[src/include/six_bit_port_io_map.svh]
/*
 * Register map, field layout and reset values of the six-bit port.
 * Assumes a 32-bit AHB-Lite slave with byte addresses.
 */
`ifndef SIX_BIT_PORT_IO_MAP_SVH
`define SIX_BIT_PORT_IO_MAP_SVH

`define PORT_IDX_PIN_LEVEL 12'h00c
`define PORT_IDX_DIRECTION 12'h08c
`define PORT_IDX_LATCH 12'h10c
`define PORT_ADDR_W 12
`define PORT_REG_W 8
`define PORT_PINS 6
`define PORT_INPUT_ONLY_BIT 3
`define PORT_DIR_RESET 6'h3f
`define PORT_LATCH_RESET 6'h00
`define PORT_HTRANS_NONSEQ 2'h2
`define PORT_HSIZE_WORD 3'h2
`define PORT_HRESP_OKAY 1'h0

`endif

[src/include/six_bit_port_io_pkg.sv]
/*
 * Types shared by the six-bit port design files.
 * Assumes the map header for numeric values.
 */
package six_bit_port_io_pkg;

    typedef enum logic [1:0] {
        sel_none,
        sel_pin_level,
        sel_direction,
        sel_latch
    } reg_sel_t;

endpackage

[src/hw/pin_sync.sv]
/*
 * Two-flop synchroniser for a group of pin levels.
 * Assumes pin levels are asynchronous to clk.
 */
`timescale 1ns/10ps

module pin_sync #(
    parameter int WIDTH = 6
) (
    input wire logic clk,
    input wire logic rst,
    input wire logic [WIDTH-1:0] async_in,
    output logic [WIDTH-1:0] sync_out
);

    logic [WIDTH-1:0] stage1;

    always_ff @(posedge clk) begin
        if (rst) begin
            stage1 <= '0;
            sync_out <= '0;
        end else begin
            stage1 <= async_in;
            sync_out <= stage1;
        end
    end

endmodule

[src/hw/six_bit_port_io.sv]
/*
 * Six-bit general-purpose port with output latch, pin-level and
 * direction registers, reached as an AHB-Lite slave.
 * Assumes one master, single word transfers, and board logic that
 * resolves each pin from pin_out and pin_oe.
 */
`timescale 1ns/10ps
`include "six_bit_port_io_map.svh"

module six_bit_port_io #(
    parameter int PINS = `PORT_PINS
) (
    input wire logic clk,
    input wire logic rst,
    input wire logic hsel,
    input wire logic [31:0] haddr,
    input wire logic [1:0] htrans,
    input wire logic hwrite,
    input wire logic [2:0] hsize,
    input wire logic [31:0] hwdata,
    input wire logic hready,
    output logic hreadyout,
    output logic hresp,
    output logic [31:0] hrdata,
    input wire logic [PINS-1:0] pin_in,
    output logic [PINS-1:0] pin_out,
    output logic [PINS-1:0] pin_oe
);

    logic [PINS-1:0] pin_value_bits;
    logic [PINS-1:0] output_latch;
    logic [PINS-1:0] pin_direction;
    logic wr_pending;
    six_bit_port_io_pkg::reg_sel_t wr_sel;
    six_bit_port_io_pkg::reg_sel_t next_sel;
    logic [`PORT_ADDR_W-1:0] word_idx;
    logic addr_take;
    logic [PINS-1:0] wr_data;
    logic [PINS-1:0] next_direction;
    logic [PINS-1:0] rd_data;
    logic [PINS-1:0] dir_fixed;
    logic wr_dir_hit;
    logic wr_latch_hit;

    pin_sync #(
        .WIDTH(PINS)
    ) u_sync (
        .clk(clk),
        .rst(rst),
        .async_in(pin_in),
        .sync_out(pin_value_bits)
    );

    // Address phase decode; printed offsets are word indices
    assign word_idx = haddr[`PORT_ADDR_W+1:2];
    assign addr_take = hsel && hready && htrans == `PORT_HTRANS_NONSEQ;
    assign next_sel =
        word_idx == `PORT_IDX_PIN_LEVEL ? six_bit_port_io_pkg::sel_pin_level :
        word_idx == `PORT_IDX_DIRECTION ? six_bit_port_io_pkg::sel_direction :
        word_idx == `PORT_IDX_LATCH ? six_bit_port_io_pkg::sel_latch :
        six_bit_port_io_pkg::sel_none;

    assign hreadyout = 1'h1;
    assign hresp = `PORT_HRESP_OKAY;

    // Input-only pin has its direction forced high
    assign dir_fixed = PINS'(1) << `PORT_INPUT_ONLY_BIT;
    assign wr_data = hwdata[PINS-1:0];
    assign next_direction = wr_data | dir_fixed;

    // Data-phase write strobes; pin-level writes land in the latch
    assign wr_dir_hit = wr_pending &&
        wr_sel == six_bit_port_io_pkg::sel_direction;
    assign wr_latch_hit = wr_pending &&
        (wr_sel == six_bit_port_io_pkg::sel_latch ||
         wr_sel == six_bit_port_io_pkg::sel_pin_level);

    // Read mux; upper bits of the word stay zero
    always_comb begin
        case (next_sel)
            six_bit_port_io_pkg::sel_pin_level: rd_data = pin_value_bits;
            six_bit_port_io_pkg::sel_direction: rd_data = pin_direction;
            six_bit_port_io_pkg::sel_latch: rd_data = output_latch;
            default: rd_data = '0;
        endcase
    end

    always_ff @(posedge clk) begin
        if (rst) begin
            wr_pending <= 1'h0;
            wr_sel <= six_bit_port_io_pkg::sel_none;
        end else begin
            wr_pending <= addr_take && hwrite;
            wr_sel <= next_sel;
        end
    end

    always_ff @(posedge clk) begin
        if (rst) begin
            hrdata <= '0;
        end else if (addr_take && !hwrite) begin
            hrdata <= {{(32-PINS){1'h0}}, rd_data};
        end
    end

    always_ff @(posedge clk) begin
        if (rst) begin
            pin_direction <= `PORT_DIR_RESET;
        end else if (wr_dir_hit) begin
            pin_direction <= next_direction;
        end
    end

    always_ff @(posedge clk) begin
        if (rst) begin
            output_latch <= `PORT_LATCH_RESET;
        end else if (wr_latch_hit) begin
            output_latch <= wr_data;
        end
    end

    // Drive pins whose direction bit is zero
    always_ff @(posedge clk) begin
        if (rst) begin
            pin_out <= '0;
            pin_oe <= '0;
        end else begin
            pin_out <= output_latch;
            pin_oe <= ~pin_direction;
        end
    end

endmodule

[config.mk]
export PLATFORM = sky130hd
export DESIGN_NAME = six_bit_port_io
export DESIGN_NICKNAME = d
export VERILOG_FILES = /design/src/include/six_bit_port_io_pkg.sv /design/src/hw/pin_sync.sv /design/src/hw/six_bit_port_io.sv
export VERILOG_INCLUDE_DIRS = /design/src /design/src/include
export SDC_FILE = /design/constraint.sdc
export NUM_CORES = 1
export LEC_CHECK = 0
export BUFFER_PORTS_ARGS = -buffer_cell sky130_fd_sc_hd__buf_2
export CAP_MARGIN = 15
export CORE_ASPECT_RATIO = 0.8
export CORE_MARGIN = 2
export CORE_UTILIZATION = 37
export DETAILED_ROUTE_END_ITERATION = 10
export PLACE_DENSITY = 0.76
export SYNTH_ARGS = -nofsm -noshare
export SYNTH_HDL_FRONTEND = slang
export SYNTH_HIERARCHICAL = 1
export SYNTH_SLANG_ARGS = --single-unit
[constraint.sdc]
create_clock -name clk -period 1.3 [get_ports clk]
set_clock_uncertainty 0.1 [all_clocks]
set_input_delay 0 -clock clk [delete_from_list [all_inputs] [get_ports clk]]
set_output_delay 0 -clock clk [all_outputs]
set_load 0.02 [all_outputs]
==> results.ini <==
[outcome]
status = completed

[grt]
grt_pass1_vias = 1265
grt_antenna_before_repair = 0
grt_pass1_wl_um = 5380
grtUsageTotal_pct = 13.4
grt_max_degree = 20
grt_overflow = 0

[clocking]
clock-root-buffer = clkbuf_8
cts_sinks = 43
cts_max_path_buffers = 2
htree_levels = 2
clk_pin_slew_ns = 0.08
cts_tree = yes
numCtsBuffers = 5
clkLatencyLatePin_ns = 0.29

[sta]
fmax_mhz = 777
fin_ws_ns = 0.0127
drv_slew = 0
hold_violations = 0
hold_ws_ns = 0.0285
final-setup-viol-count = 0
fin_crit_sh_pct = 99.0
setup_tns_ns = 0
finalCriticalPeriod_ns = 1.29

[yosys]
synth-seq-cells = 43
netlist_area_um2 = 1800
avgSynthCellArea_um2 = 9.73
ys_seq_area_share_pct = 47.8
synth_cell_types = 31
synthesis.instances = 185
ys_warn_count = 6

[cells_and_area]
syn_to_final_growth_pct = 26.4
utilization_pct = 49.2
fill_cells = 457
n_antenna_cell = 0
fin_cells = 314
finalNetCount = 333
layout-drive-gt1-share_pct = 31.1
stdcell_area_um2 = 2270

[worst_setup_path]
worst_path_max_delay_cell = dlygate4sd3_1
critPathKind = primary input to flop
cpMostUsedCell = dlygate4sd3_1
required_ns = 1.38
cp-end-kind = flop
path_buf_inv = 3
cp-start-kind = primary input
r2r_end = hrdata[5]
slowest_delay_ns = 0.55
cp_top_family = buffers and inverters
critPathMaxFanout = 3
reg2reg_from = output_latch[5]
path_cells = dlygate4sd3_1 > buf_2 > nor3b_2 > dlygate4sd3_1
rrSetupSlack_ns = 0.12
cp.arrival_ns = 1.37
reg2reg_depth = 3

[detailed_routing]
top_layer_used = met4
wirelength_um = 3580
ant_nets = 0
wl_met3_um = 290
wl_per_cell_um = 11.4
drt_first_pass_iters = 4
avgViaCountPerCell = 4.41
drtIter0Drc = 33
vias = 1386
wl_met2_um = 1680
wl_met1_um = 1560
drc_errors = 0

[floorplan]
core_area_um2 = 4620
die_y_um = 66.4
start_util_pct = 38.9
rows = 22
ios = 126
die_w_um = 82.0
die-area_um2 = 5440

[place]
placement.io_buffers = 47
pre_cts_ws_ns = -0.125
gp_congestion = 0.827
placed_cell_area_um2 = 1980
place_inst = 286
post-dp-hpwl_um = 2620

[min_path]
min_to = wr_sel[1]
hp-class = primary input to flop
min_path_cells = 3
worstHoldStart = haddr[10]

[run]
drv_cap = 0

[pwr]
leakagePower_nw = 1.01
ir_worst_vdd_v = 0.000582
power.density_nw_per_um2 = 1060
total_power_mw = 2.41

## worst min-delay path: stages
cell	delay (ns)
buf_2	0.18
xnor2_1	0.16
nor3_1	0.04
## cell usage in the layout (no fill, tap or decap), types with 2 or more instances in the layout
cell / instances
a211o_1: 5
a21oi_1: 11
a22oi_1: 3
a32oi_1: 2
and2b_2: 3
buf_2: 47
buf_4: 6
clkbuf_8: 5
conb_1: 29
dfxtp_1: 43
dlygate4sd3_1: 19
inv_1: 5
mux2i_1: 5
nand2_1: 8
nand3_1: 8
nand3b_1: 4
nor2_1: 14
nor2b_1: 6
nor2b_2: 8
nor2b_4: 2
nor3_1: 3
nor4_2: 2
o2bb2ai_1: 2
or3_1: 3
## logic make-up after synthesis
| group | share of synthesized area (%) |
|---|---|
| flip-flops | 47.8 |
| AND/OR/NAND/NOR | 23.2 |
| buffers and inverters | 16.1 |
| other | 0.417 |
| XOR/XNOR | 0.487 |
| multiplexers | 2.78 |
| AO/OA/AOI/OAI | 9.18 |
## layer usage
metal	GRT usage (%)	vias up
met5	0	-
met4	5.63	0
met3	4.37	7
met2	21.6	60
met1	16.3	627
li1	-	692
## how the worst max path moves through the flow
stage	start	endpoint	slack [ns]	cells past startpoint
2_1_floorplan	wr_sel[0]	pin_direction[0]	0.04	3
3_3_place_gp	haddr[8]	hrdata[2]	-0.07	5
3_5_place_dp	haddr[8]	hrdata[0]	-0.13	5
4_1_cts	hwrite	wr_pending	0.05	4
5_1_grt	hwrite	wr_pending	-0.01	4
6_report	hwrite	wr_pending	0.01	4
## repair_timing
action                                  CTS  global route
gates resized for setup                   0             2
buffers inserted                          0             1
endpoints found under the hold margin    22             0
endpoints found under the setup margin    0             7
hold buffers                             19             0
## layout make-up
type	instances	area, µm²	share of cell area, %
inverters	5	18.8	0.826
flip-flops and latches	43	861	37.9
clock inverters	2	12.5	0.550
repair buffers	72	470	20.7
well taps	60	75.1	3.30
multi-input cells	126	763	33.6
clock buffers	6	72.6	3.19
## state kept, by name (all words and copies together) (netlist names)
| name | flops |
|---|---|
| hrdata | 6 |
| output_latch | 6 |
| pin_direction | 5 |
| pin_oe | 5 |
| pin_out | 6 |
| u_sync/stage1 | 6 |
| u_sync/sync_out | 6 |
| wr_pending | 1 |
| wr_sel | 2 |
## power by group
group | internal [mW] | switching (mW) | leakage, nW
clock network | 0.375 | 0.442 | 0.0412
registers | 1.33 | 0.00447 | 0.349
logic | 0.106 | 0.149 | 0.618
total | 1.81 | 0.595 | 1.01
## cell usage after synthesis, drive strengths merged
| cell | count | area share (%) |
|---|---|---|
| dfxtp | 43 | 48 |
| buf | 33 | 14 |
| nor2b | 16 | 7.5 |
| nor2 | 14 | 2.9 |
| a21oi | 11 | 3.1 |
| nand2 | 8 | 1.7 |
| nand3 | 8 | 2.2 |
| a211o | 5 | 2.4 |
| clkbuf | 5 | 1.0 |
| inv | 5 | 1.0 |
| mux2i | 5 | 2.8 |
| nand3b | 4 | 1.7 |
| a22oi | 3 | 1.3 |
| a32oi | 3 | 1.5 |
| and2b | 3 | 1.5 |
| nor3 | 3 | 0.83 |
| or3 | 3 | 1.0 |
| conb | 2 | 0.42 |
| nor4 | 2 | 1.4 |
| o2bb2ai | 2 | 0.97 |
| and4 | 1 | 0.56 |
| nand2b | 1 | 0.35 |
| nand4 | 1 | 0.35 |
| nand4b | 1 | 0.49 |
| nor3b | 1 | 0.42 |
| or2 | 1 | 0.35 |
| xnor2 | 1 | 0.49 |
No activity file was read; power rests on OpenSTA's default activity.
